<file path="src/rtl/dacl_regs.svh">
// timing counts and field positions for the dac latch host controller
`ifndef DACL_REGS_SVH
`define DACL_REGS_SVH
`define DACL_STROBE_NS 100
`define DACL_CLK_NS 50
`define DACL_STROBE_CYC ((`DACL_STROBE_NS + `DACL_CLK_NS - 1) / `DACL_CLK_NS)
`define DACL_SETUP_CYC 1
`define DACL_HOLD_CYC 1
`define DACL_MSB 11
`define DACL_LOW_LSB 0
`define DACL_MID_LSB 4
`define DACL_HIGH_LSB 8
`endif

</file>
<file path="src/rtl/dacl_pkg.sv">
// types shared by the dac latch host controller
package dacl_pkg;
    typedef enum logic [1:0] {
        DACL_MODE_WIDE,
        DACL_MODE_NIBBLE,
        DACL_MODE_LEFT_BYTE,
        DACL_MODE_RIGHT_BYTE
    } dacl_mode_type;
    typedef enum logic {
        DACL_CODE_BINARY,
        DACL_CODE_TWOS
    } dacl_code_type;
endpackage

</file>
<file path="src/rtl/dacl_host.sv">
// host controller writing 12-bit words into the double-buffered dac latch
// Function
// - chip select and strobes are active low
// - all low: every latch transparent
// - twos complement host inverts msb
// - left-justified bytes: high eight, low nibble up
// - right-justified bytes: low eight, high nibble low
// - left scheme: low nibble first, then high
// - right scheme: low byte first, then high
// - wide bus keeps data stable while selected
`include "dacl_regs.svh"
module dacl_host (
    input wire logic clk_sys,
    input wire logic rst_n,
    input dacl_pkg::dacl_mode_type mode,
    input dacl_pkg::dacl_code_type coding,
    input wire logic req_valid,
    input wire logic [11:0] req_word,
    output logic req_ready,
    output logic req_done,
    output logic chip_select_n,
    output logic low_nibble_strobe_n,
    output logic mid_nibble_strobe_n,
    output logic high_nibble_strobe_n,
    output logic output_rank_load_n,
    output logic [11:0] data_word_in
);
    import dacl_pkg::*;

    typedef enum logic [2:0] {
        DACL_IDLE, DACL_STEP1, DACL_WAIT1, DACL_STEP2, DACL_WAIT2, DACL_STEP3, DACL_WAIT3
    } dacl_state_type;

    dacl_state_type state;
    dacl_mode_type mode_q;
    logic [11:0] word;
    logic start;
    logic [4:0] ctl_n;
    logic [11:0] bus_word;
    logic busy;
    logic done;
    logic cs_pin;
    logic [3:0] addr_pin;
    logic [11:0] data_pin;

    // control image {select, rank, high, mid, low}, all active low
    function automatic logic [4:0] dacl_ctl(input logic [3:0] open_mask);
        dacl_ctl = {1'b0, ~open_mask};
    endfunction

    // twos complement words enter the device as offset binary
    function automatic logic [11:0] dacl_code(input logic [11:0] w, input dacl_code_type c);
        dacl_code = (c == DACL_CODE_TWOS) ? {~w[`DACL_MSB], w[10:0]} : w;
    endfunction

    // sequencing of the latch writes for each bus width
    always_ff @(posedge clk_sys) begin
        req_done <= 1'b0;
        if (!rst_n) begin
            state <= DACL_IDLE;
            mode_q <= DACL_MODE_WIDE;
            word <= 12'h000;
        end else begin
            case (state)
                DACL_IDLE: begin
                    if (req_valid) begin
                        mode_q <= mode;
                        word <= dacl_code(req_word, coding);
                        state <= DACL_STEP1;
                    end
                end
                DACL_STEP1: state <= DACL_WAIT1;
                DACL_WAIT1: begin
                    if (done) begin
                        state <= (mode_q == DACL_MODE_WIDE) ? DACL_IDLE : DACL_STEP2;
                        req_done <= (mode_q == DACL_MODE_WIDE);
                    end
                end
                DACL_STEP2: state <= DACL_WAIT2;
                DACL_WAIT2: begin
                    if (done) begin
                        state <= (mode_q == DACL_MODE_NIBBLE) ? DACL_STEP3 : DACL_IDLE;
                        req_done <= (mode_q != DACL_MODE_NIBBLE);
                    end
                end
                DACL_STEP3: state <= DACL_WAIT3;
                DACL_WAIT3: begin
                    if (done) begin
                        state <= DACL_IDLE;
                        req_done <= 1'b1;
                    end
                end
                default: state <= DACL_IDLE;
            endcase
        end
    end

    // what each step drives; open latches as mask {rank, high, mid, low}
    always_comb begin
        start = (state == DACL_STEP1) || (state == DACL_STEP2) || (state == DACL_STEP3);
        ctl_n = 5'h1F;
        bus_word = 12'h000; // undriven lines sit at zero
        case (mode_q)
            DACL_MODE_WIDE: begin
                ctl_n = dacl_ctl(4'hF);
                bus_word = word; // held by the strobe engine
            end
            DACL_MODE_NIBBLE: begin
                if (state == DACL_STEP1) begin
                    ctl_n = dacl_ctl(4'h1);
                    bus_word = {8'h00, word[3:0]};
                end else if (state == DACL_STEP2) begin
                    ctl_n = dacl_ctl(4'h2);
                    bus_word = {4'h0, word[7:4], 4'h0};
                end else begin
                    ctl_n = dacl_ctl(4'hC);
                    bus_word = {word[11:8], 8'h00};
                end
            end
            DACL_MODE_LEFT_BYTE: begin
                if (state == DACL_STEP1) begin
                    ctl_n = dacl_ctl(4'h1); // low nibble first
                    bus_word = {8'h00, word[3:0]};
                end else begin
                    ctl_n = dacl_ctl(4'hE);
                    bus_word = {word[11:4], 4'h0};
                end
            end
            default: begin
                if (state == DACL_STEP1) begin
                    ctl_n = dacl_ctl(4'h3); // low byte first
                    bus_word = {4'h0, word[7:0]};
                end else begin
                    ctl_n = dacl_ctl(4'hC);
                    bus_word = {word[11:8], 8'h00};
                end
            end
        endcase
    end

    dacl_strobe u_strobe (
        .clk_sys(clk_sys),
        .rst_n(rst_n),
        .start(start),
        .ctl_n(ctl_n),
        .data(bus_word),
        .busy(busy),
        .done(done),
        .chip_select_n(cs_pin),
        .addr_n(addr_pin),
        .bus_data(data_pin)
    );

    // pins retimed once more so every output is a flip-flop; the release of
    // the strobe captures the data in the device, so data stays at least three cycles past it
    always_ff @(posedge clk_sys) begin
        if (!rst_n) begin
            chip_select_n <= 1'b1;
            low_nibble_strobe_n <= 1'b1;
            mid_nibble_strobe_n <= 1'b1;
            high_nibble_strobe_n <= 1'b1;
            output_rank_load_n <= 1'b1;
            data_word_in <= 12'h000;
        end else begin
            chip_select_n <= cs_pin;
            low_nibble_strobe_n <= addr_pin[0];
            mid_nibble_strobe_n <= addr_pin[1];
            high_nibble_strobe_n <= addr_pin[2];
            output_rank_load_n <= addr_pin[3]; // four latches, four enables
            data_word_in <= data_pin;
        end
    end

    // ready only when idle and nothing pending in the strobe engine
    always_ff @(posedge clk_sys) begin
        if (!rst_n) begin
            req_ready <= 1'b0;
        end else begin
            req_ready <= (state == DACL_IDLE) && !req_valid && !busy;
        end
    end
endmodule

</file>
<file path="src/rtl/dacl_strobe.sv">
// one bus write cycle: setup, strobe low, hold, with a registered pin image
`include "dacl_regs.svh"
module dacl_strobe (
    input wire logic clk_sys,
    input wire logic rst_n,
    input wire logic start,
    input wire logic [4:0] ctl_n,
    input wire logic [11:0] data,
    output logic busy,
    output logic done,
    output logic chip_select_n,
    output logic [3:0] addr_n,
    output logic [11:0] bus_data
);
    typedef enum logic [1:0] {DACL_IDLE, DACL_SETUP, DACL_LOW, DACL_HOLD} dacl_phase_type;
    dacl_phase_type phase;
    logic [3:0] cnt;
    logic [4:0] ctl_hold;

    // phase sequencing; data is held stable over the whole low time
    always_ff @(posedge clk_sys) begin
        done <= 1'b0;
        if (!rst_n) begin
            phase <= DACL_IDLE;
            cnt <= 4'h0;
            ctl_hold <= 5'h1F;
            bus_data <= 12'h000;
        end else begin
            case (phase)
                DACL_IDLE: begin
                    if (start) begin
                        ctl_hold <= ctl_n;
                        bus_data <= data;
                        cnt <= 4'(`DACL_SETUP_CYC);
                        phase <= DACL_SETUP;
                    end
                end
                DACL_SETUP: begin
                    if (cnt <= 4'h1) begin
                        cnt <= 4'(`DACL_STROBE_CYC);
                        phase <= DACL_LOW;
                    end else begin
                        cnt <= cnt - 4'h1;
                    end
                end
                DACL_LOW: begin
                    if (cnt <= 4'h1) begin
                        cnt <= 4'(`DACL_HOLD_CYC);
                        phase <= DACL_HOLD;
                    end else begin
                        cnt <= cnt - 4'h1;
                    end
                end
                DACL_HOLD: begin
                    if (cnt <= 4'h1) begin
                        phase <= DACL_IDLE;
                        done <= 1'b1;
                    end else begin
                        cnt <= cnt - 4'h1;
                    end
                end
                default: phase <= DACL_IDLE;
            endcase
        end
    end

    // strobes low only during the low phase; release latches the data
    always_ff @(posedge clk_sys) begin
        if (!rst_n) begin
            chip_select_n <= 1'b1;
            addr_n <= 4'hF;
        end else if (phase == DACL_SETUP && cnt <= 4'h1) begin
            chip_select_n <= ctl_hold[4];
            addr_n <= ctl_hold[3:0];
        end else if (phase == DACL_LOW && cnt <= 4'h1) begin
            chip_select_n <= 1'b1;
            addr_n <= 4'hF;
        end
    end

    assign busy = (phase != DACL_IDLE);
endmodule

</file>
<file path="config.mk">
export PLATFORM = sky130hd
export DESIGN_NAME = dacl_host
export DESIGN_NICKNAME = d
export VERILOG_FILES = /design/src/rtl/dacl_pkg.sv /design/src/rtl/dacl_host.sv /design/src/rtl/dacl_strobe.sv
export VERILOG_INCLUDE_DIRS = /design/src /design/src/rtl
export SDC_FILE = /design/constraint.sdc
export NUM_CORES = 1
export LEC_CHECK = 0
export BUFFER_PORTS_ARGS = -buffer_cell sky130_fd_sc_hd__buf_2
export CORE_ASPECT_RATIO = 0.5
export CORE_MARGIN = 2
export CORE_UTILIZATION = 58
export CTS_BUF_LIST = sky130_fd_sc_hd__clkbuf_4 sky130_fd_sc_hd__clkbuf_8
export DETAILED_ROUTE_END_ITERATION = 8
export GPL_TIMING_DRIVEN = 0
export PLACE_DENSITY = 0.79
export SLEW_MARGIN = 20
export SYNTH_ARGS = -nofsm -noshare
export SYNTH_HDL_FRONTEND = slang
export SYNTH_SLANG_ARGS = --single-unit
</file>
<file path="constraint.sdc">
create_clock -name clk_sys -period 2.05 [get_ports clk_sys]
set_input_delay 0.1025 -clock clk_sys [delete_from_list [all_inputs] [get_ports clk_sys]]
set_output_delay 0.1025 -clock clk_sys [all_outputs]
set_load 0.02 [all_outputs]
</file>
# After elaboration in Yosys (flattened, before gate mapping)
# Index checks and enable logic that the tools add are counted.
# classes
add_sub_neg,1
mul,0
div_mod_pow,0
n_lt_le_gt_ge,1
eq_ne,21
shift,0
mux,37
n_bitwise,1
reduce_logical,19
# op_table
operator,count
two-way mux 12 bit,5
two-way mux 4 bit,10
one-hot mux 12 bit (3 select lines),1
one-hot mux 3 bit (7 select lines),1
one-hot mux 4 bit (4 select lines),1
two-way mux 3 bit,5
inequality test 2 x 1 -> 1 bit (second input constant),7
one-hot mux 4 bit (3 select lines),1
two-way mux 2 bit,5
== test 3 bit (second input constant),3
one-hot mux 2 bit (4 select lines),1
AND reduction 2 bit,4
AND reduction 4 bit,2
== test 2 bit (second input constant),3
== test 3 x 2 -> 1 bit (second input constant),2
two-way mux 1 bit,6
inequality test 2 bit (second input constant),3
== test 2 x 1 -> 1 bit (second input constant),2
<= comparator 4 x 1 -> 1 bit (second input constant),1
logical AND 1 bit,4
logical NOT 2 bit,2
nonzero test 2 bit,2
subtractor 4 x 1 -> 4 bit (second input constant),1
== test 3 x 1 -> 1 bit (second input constant),1
other kinds (5),7
# totals
register_bits,65
latchBits,0
ram_bits,0
rom_bits,0
output_inout_bits,19
wordCells,98
memories,0

# Longest topological paths before layout
# Gate-level depths: netlist of run 1.
# depth
ltp_word,5
mapped_depth,7

# Cells and area by module
# From an unflattened synthesis of run 1, not the netlist that was laid out.
# hier_totals
hier_cells,305
hier_area_um2,2727.6
# by_module_without_submodules
mod,instances,cells_each,area_each_um2,seq_area_each_um2
dacl_host,1,153,1471.4,720.7
dacl_strobe,1,152,1256.2,580.6

# Worst setup path after synthesis of run 1
# OpenSTA, ideal clock, no wires.
# synth_path
kind,register -> register
start,register u_strobe.cnt[0]
end,register u_strobe.cnt[2]
setup_ps,95
arrival_time_ps,1537
t_required_ps,1955
slack_ps,418
path_stages_with_launch,8
path_buffers,1
synth_period_minus_slack_ps,1632
path_cell_list,dfxtp_1 inv_1 ha_1 or2_2 clkbuf_1 a21oi_2 o21ai_0 o311ai_1
# synth_via
elab_chain_cells,3
word_cells_on_any_way,8
cone_classes,add/sub (1); order compare (1); eq/ne (1); mux (4); reduce/logical (1)
# synth_lines
item,line,rtl
start: declaration,dacl_strobe.sv:17,logic [3:0] cnt;
start signal: assignment,dacl_strobe.sv:34,cnt <= 4'(`DACL_SETUP_CYC);
start signal: assignment,dacl_strobe.sv:40,cnt <= 4'(`DACL_STROBE_CYC);
start signal: assignment,dacl_strobe.sv:43,cnt <= cnt - 4'h1;
subtractor 4 x 1 -> 4 bit or <= comparator 4 x 1 -> 1 bit (tied branches),n/a,
"two-way mux 4 bit, or another cell as far along",dacl_strobe.sv:55,if (cnt <= 4'h1) begin
one-hot mux 4 bit (4 select lines) or AND reduction 2 bit (tied branches),n/a,
# Several ways; a longest one is shown, not always the timed one. The select of a mux whose other input is x is not followed.
# A chain may end at the register's enable or synchronous reset.

# Worst setup path in the final report of run 1
# Same ends and word-level chain as after synthesis.

==> results_dict.tcl, run 1 <==
set metrics [dict create \
    fin_crit_sh_pct 90.1 \
    maxSlewHeadroom_pct 62.6 \
    fp.coreArea_mm2 0.00392 \
    grt_pass1_wl_um 8490 \
    synth_fa_ha_area_share_pct 3.67 \
    synth_area_mm2 0.00239 \
    ys_warn_count 0 \
    wl_per_cell_um 13.8 \
    grt_max_degree 12 \
    critPathLaunch "u_strobe.cnt[0]$_SDFFE_PN0P_" \
    htreeDepth 3 \
    io_buffers 36 \
    period_needed_ns 1.85 \
    combPwrFrac_pct 25.1 \
    io_pins 37 \
    totalWireLength_um 5140 \
    postLayoutCellArea_mm2 0.00292 \
    netlist_instances 258 \
    rr_worst_depth 7 \
    skew_ns 0.00577 \
    synth_seq_cells 62 \
    cell_internal_pwr_mw 2.17 \
    max-vdd-ir-drop_mv 0.710 \
    ys_async_sr_fraction_pct 0 \
    clock_latency_ns 0.34 \
    path_clk_slew_ns 0.07 \
    via_count 2026 \
    cp_cell_sequence "inv_1 > ha_1 > or2_2 > clkbuf_1 > a21oi_2 > o21ai_0 > o311ai_1" \
    fmax_mhz 541 \
    crit_path_max_fanout 6 \
    drc 0 \
    r2r-start "u_strobe.cnt[0]$_SDFFE_PN0P_" \
    switching_share_pct 32.9 \
    syn-num-nets 283 \
    rsz0062_at_grt "false" \
    dr.pass1.iters 4 \
    hold_violations 0 \
    slowest_stage "dfxtp_1" \
    drv_cap 0 \
    critPathArrivalTime_ns 2.09 \
    drt-vias-per-instance 5.43 \
    synth-simple-area-share_pct 18.6 \
    synth_ff_type "dfxtp_1" \
    critical_path.top_delay_family "compound AO/OA/AOI/OAI gates" \
    antenna_found_initial 0 \
    p_seq_share_pct 42.6 \
    area_growth_syn_to_layout_pct 22.2 \
    p_per_area_mw_per_mm2 1110 \
    fillers 300 \
    fin_util_pct 74.4 \
    hp-class "input pin to flop" \
    cp_data_required_time_ns 2.29 \
    dp_hpwl_um 3520 \
    p_clk_share_pct 32.3 \
    critPathKind "flop to flop" \
    fin_tns_setup_ns 0 \
    die_area_mm2 0.00468 \
    min_from "mode[0]" \
    min_path_cells 3 \
    drive_gt1_share_pct 19.7 \
    nets 339 \
    cts.path.max_buffers 2 \
    grt_overflow 0 \
    endpoint_kind "flop" \
    rows 16 \
    cp-start-kind "flop" \
    cts_tree "yes" \
    synth_top_family_by_area "compound AO/OA/AOI/OAI gates" \
    initial_core_util_pct 60.8 \
    synth_edf_count 0 \
    power_leakage_nw 1.22 \
    setup_viol 0 \
    grt_usage_pct 24.0 \
    numCtsBuffers 9 \
    die_h_um 49.4 \
    min_to "mode_q[0]$_SDFFE_PN0P_" \
    cpPeakStageDelay_ns 0.43 \
    p_total_mw 3.24 \
    max_slew.worst_pin.slew_ns 0.557 \
    cts.sinks 62 \
    r2r_setup_slack_ns 0.20 \
    slew_viol_final 0 \
    synth_compound_area_share_pct 20.3 \
    netlist_top_cells_area "dfxtp_1, nand2_1, a21oi_1" \
    synth_area_leader_cell "dfxtp_1" \
    switching_power_mw 1.06 \
    drtIter0Drc 102 \
    yosysSeqAreaShare_pct 52.0 \
    grt_pass1_vias 1863 \
    timing.rr.end "u_strobe.cnt[2]$_SDFFE_PN0P_" \
    cts-root-buf "clkbuf_8" \
    worst_hold_slack_ns 0.0102 \
    netlist.area_leader.share_pct 52.0 \
    die_x_um 94.7 \
    crit_buf_inv 2 \
    postRouteAntennaNets 0 \
    synth_xor_area_share_pct 0.367 \
    synthDistinctLibCells 43 \
    antennaDiodeCount 0 \
    postSynthAreaPerCell_um2 9.25 \
    synthMuxAreaShare_pct 0.839 \
    place_congestion 0.830 \
    outcome "completed" \
    placed_cell_area_mm2 0.00264 \
]
-- cell usage in the layout, fill, tap and decap left out, types with 8 or more instances in the layout --
master and instances:
nor2_1 13, a22o_1 12, a21oi_1 23, buf_2 39
dfxtp_1 62, clkbuf_8 9, o21ai_0 8, and2_1 12
inv_1 12, dlygate4sd3_1 9, nand2b_1 8, nand2_1 38
-- how the worst max path moves through the flow --
| stage | cells past startpoint | end |
|---|---|---|
| final | 7 | u_strobe.cnt[2]$_SDFFE_PN0P_ |
| after global routing | 7 | u_strobe.cnt[2]$_SDFFE_PN0P_ |
| after CTS | 7 | u_strobe.cnt[2]$_SDFFE_PN0P_ |
| after detailed placement | 7 | u_strobe.cnt[2]$_SDFFE_PN0P_ |
| after global placement | 7 | u_strobe.cnt[2]$_SDFFE_PN0P_ |
| after floorplan | 7 | u_strobe.cnt[2]$_SDFFE_PN0P_ |
-- cell families (layout without fill, tap and decap cells) --
| group | after synthesis | in the layout |
|---|---|---|
| xor gates and xnor gates | 1 | 1 |
| muxes | 2 | 2 |
| AOI/OAI and AO/OA | 70 | 70 |
| and+or+nand+nor | 92 | 92 |
| buffers and inverters | 24 | 85 |
| DFF | 62 | 62 |
| adders and majority gates | 7 | 7 |
-- registers in the layout, indices dropped and copies added, names as in the netlist --
register / flops
data_word_in: 12
u_strobe.bus_data: 12
word: 12
u_strobe.cnt: 4
u_strobe.ctl_hold: 4
state: 3
u_strobe.addr_n: 3
mode_q: 2
u_strobe.phase: 2
chip_select_n: 1
high_nibble_strobe_n: 1
low_nibble_strobe_n: 1
mid_nibble_strobe_n: 1
req_done: 1
req_ready: 1
u_strobe.chip_select_n: 1
u_strobe.done: 1
-- per-stage QoR --
stage                     cells  setup slack (ns)
final                       373             0.203
after floorplan             258             0.418
after CTS                   372             0.196
after global routing        373            0.0472
after detailed placement    348             0.215
after global placement      348             0.264
-- power groups by stage --
| stage | sequential [mW] | combinational, mW | clock, mW |
|---|---|---|---|
| 6_report | 1.38 | 0.812 | 1.05 |
| 3_5_place_dp | 1.41 | 0.779 | 0 |
| 5_1_grt | 1.39 | 0.910 | 1.12 |
| 3_3_place_gp | 1.40 | 0.753 | 0 |
| 4_1_cts | 1.38 | 0.801 | 1.06 |
| 2_1_floorplan | 1.40 | 0.578 | 0 |
-- repair_timing --
| action | CTS | global route |
|---|---|---|
| setup buffers | 0 | 0 |
| endpoints found under the hold margin | 8 | 1 |
| hold buffers | 8 | 1 |
| resized for setup | 0 | 0 |
-- layout make-up --
class                   count  area [um2]  share of cell area (%)
plain buffers              12        56.3                    1.93
clock buffers              10         131                    4.50
clock inverters             6        61.3                    2.10
inverters                  12        45.0                    1.54
multi-input cells         172        1040                    35.8
flip-flops and latches     62        1240                    42.5
well taps                  54        67.6                    2.32
repair buffers             45         270                    9.26
-- routing by layer --
metal | vias up | part of all wire [%] | track usage [%]
met5 | - | 0 | 0
met4 | 0 | 1.4 | 8.70
met3 | 12 | 4.9 | 9.43
met2 | 38 | 47 | 37.8
met1 | 964 | 46 | 30.1
li1 | 1012 | - | -
-- cells in the mapped netlist (2+ instances only) --
master	n
dfxtp_1	62
nand2_1	38
a21oi_1	23
nor2_1	13
a22o_1	12
and2_1	12
inv_1	12
nand2b_1	8
o21ai_0	8
clkbuf_1	7
ha_1	7
nand3_1	5
o22ai_1	5
nor3_1	4
a31oi_1	3
buf_2	3
nor4_1	3
and3_1	2
buf_4	2
mux2i_1	2
nand3b_1	2
o2111ai_1	2
o21bai_1	2
or2_2	2
-- worst min-delay path, stage by stage --
cell and delay (ns):
buf_2 0.10, nand2_1 0.05, a21oi_1 0.05
Note: power is estimated with default switching activity, not from simulation.
==> run 2: changes to the inputs <==
Settings changed: ABC_AREA set to 1.
==> run 2 against run 1 <==
  * Via count up 4.2%
  * Critical path depth is 4 higher
  * Worst setup slack gained 0.24 ns
  * Global-route usage increased by 0.31 points
  * Synthesized cell count up 22%
  * Critical endpoint is now u_strobe.phase[0]$_SDFFE_PN0P_
  * Clock power increased by 15%
  * Count of clock-buffer cells in the layout grew 1
==> results_dict.tcl, run 2 <==
set metrics [dict create \
    critPathLaunch "u_strobe.cnt[0]$_SDFFE_PN0P_" \
    final_cell_mix "nand2_1, dfxtp_1, inv_1, buf_2, nor2_1" \
    grt_max_degree 12 \
    rows 16 \
    cp_data_required_time_ns 2.29 \
    initial_core_util_pct 61.4 \
    hold_buffers 0 \
    regArea_mm2 0.00124 \
    reg_top3 "data_word_in x12, u_strobe.bus_data x12, word x12" \
    clock_latency_ns 0.34 \
    endpoint_kind "flop" \
    min_from "req_word[5]" \
    cts.path.max_buffers 2 \
    skew_ns 0.00508 \
    critPathKind "flop to flop" \
    final_common_cell "nand2_1" \
    placed_cells 402 \
    totalWireLength_um 5080 \
    ys_async_sr_fraction_pct 0 \
    nets 384 \
    synth_seq_cells 62 \
    die_x_um 95.6 \
    netlist_instances 314 \
    ys_warn_count 0 \
    io_pins 37 \
    yosysSeqAreaShare_pct 51.0 \
    critPathArrivalTime_ns 1.85 \
    dp_hpwl_um 3460 \
    power_leakage_nw 1.42 \
    antennaDiodeCount 0 \
    synth_common_cells "nand2_1, dfxtp_1, inv_1" \
    multiInputGateArea_um2 981 \
    wl_per_cell_um 12.2 \
    numCtsBuffers 9 \
    synth_edf_count 0 \
    fp.coreArea_mm2 0.00396 \
    layout.cells.non_filler 418 \
    fmax_mhz 621 \
    cts.sinks 62 \
    die_area_mm2 0.00476 \
    outcome "completed" \
    drtIter0Drc 93 \
    grt_pass1_wl_um 8490 \
    p_per_area_mw_per_mm2 1320 \
    synth_area_leader_cell "dfxtp_1" \
    postRouteAntennaNets 0 \
    cts-root-buf "clkbuf_8" \
    drt-vias-per-instance 5.05 \
    drive_gt1_share_pct 19.0 \
    hold_violations 0 \
    grt_usage_pct 24.4 \
    via_count 2111 \
    antenna_found_initial 0 \
    fin_util_pct 73.1 \
    drc 0 \
    max-vdd-ir-drop_mv 0.779 \
    synth_area_mm2 0.00243 \
    worst_hold_slack_ns 0.0238 \
    htreeDepth 3 \
    synthDistinctLibCells 23 \
    rsz0062_at_grt "false" \
    grt_overflow 0 \
    fillers 327 \
    netlist.area_leader.share_pct 51.0 \
    place_congestion 0.883 \
    crit_path_max_fanout 6 \
    grt_pass1_vias 1904 \
    area_growth_syn_to_layout_pct 19.1 \
    setup_viol 0 \
    maxSlewHeadroom_pct 64.6 \
    cts_tree "yes" \
    synth_ff_type "dfxtp_1" \
    yosysMostFrequentCell "nand2_1" \
    postSynthAreaPerCell_um2 7.75 \
    period_needed_ns 1.61 \
    r2r-start "u_strobe.cnt[0]$_SDFFE_PN0P_" \
    path_clk_slew_ns 0.07 \
    die_h_um 49.8 \
    max_slew.worst_pin.slew_ns 0.532 \
    fin_crit_sh_pct 78.5 \
    slew_viol_final 0 \
    cp-start-kind "flop" \
    dr.pass1.iters 4 \
    fin_tns_setup_ns 0 \
    cts_resized 0 \
    io_buffers 34 \
    netlist_top_cells_area "dfxtp_1, nand2_1, inv_1" \
    cts_setup_buffers 0 \
    syn-num-nets 339 \
    drv_cap 0 \
    hp-class "input pin to flop" \
    p_total_mw 3.82 \
]
run 2: cell count changes after synthesis, sizes merged, moves of 3 or more:
cell / delta
a22o: -12
a31oi: -3
and2: -12
clkbuf: -3
inv: +28
nand2: +39
nand2b: -8
nand3: +17
nor2: +19
nor4: -3
o21ai: +11
run 2: power by group:
part | switching (mW) | leakage, nW | internal (mW) | total [mW]
clock | 0.483 | 0.105 | 0.730 | 1.21
sequential | 0.0972 | 0.505 | 1.37 | 1.47
combinational | 0.770 | 0.809 | 0.363 | 1.13
total | 1.35 | 1.42 | 2.47 | 3.82
run 2: worst max-delay path, cell delays in order, from the launching register on:
cell	delay, ns
dfxtp_1	0.32
inv_1	0.11
ha_1	0.18
inv_1	0.05
nand2_1	0.10
nand2_1	0.14
o21ai_0	0.18
inv_1	0.08
nor2_1	0.18
nand2_1	0.07
nand2_1	0.06
nor2_1	0.03
run 2: worst paths after layout:
path	to	slack (ns)	depth (start not counted)
max	u_strobe.phase[0]$_SDFFE_PN0P_	0.44	11
min	word[5]$_SDFFE_PN0P_	0.02	3
max reg2reg	u_strobe.phase[0]$_SDFFE_PN0P_	0.44	11
min reg2reg	mid_nibble_strobe_n$_SDFF_PN1_	0.43	1
run 2: through the flow:
step / setup WS [ns] / instance area, um2
finish: 0.440 / 2900
global route: 0.265 / 2900
CTS: 0.447 / 2900
detailed placement: 0.476 / 2670
global placement: 0.501 / 2670
floorplan: 0.682 / 2430
run 2: metal layers:
| metal | track usage (%) | vias to the layer above | part of all wire, % |
|---|---|---|---|
| li1 | - | 1085 | - |
| met1 | 28.5 | 960 | 45 |
| met2 | 38.9 | 53 | 47 |
| met3 | 11.5 | 13 | 6.6 |
| met4 | 9.29 | 0 | 1.7 |
| met5 | 0 | - | 0 |
run 2: cell families (layout without fill, tap and decap cells):
group	count (synthesis)	count (layout)	share of synthesized area, %
buffers and inverters	51	101	8.69
flip-flops	62	62	51.0
adder cells (fa/ha/maj)	7	7	3.60
AO/OA/AOI/OAI	50	50	10.5
AND/OR/NAND/NOR	143	143	25.8
XOR/XNOR	1	1	0.360
run 2: cell type report:
class | count | area share [%]
flip-flops and latches | 62 | 42.8
multi-input cells | 201 | 33.8
repair buffers | 34 | 5.87
inverters | 40 | 5.18
clock buffers | 11 | 5.01
clock inverters | 5 | 2.85
well taps | 54 | 2.33
plain buffers | 11 | 2.11
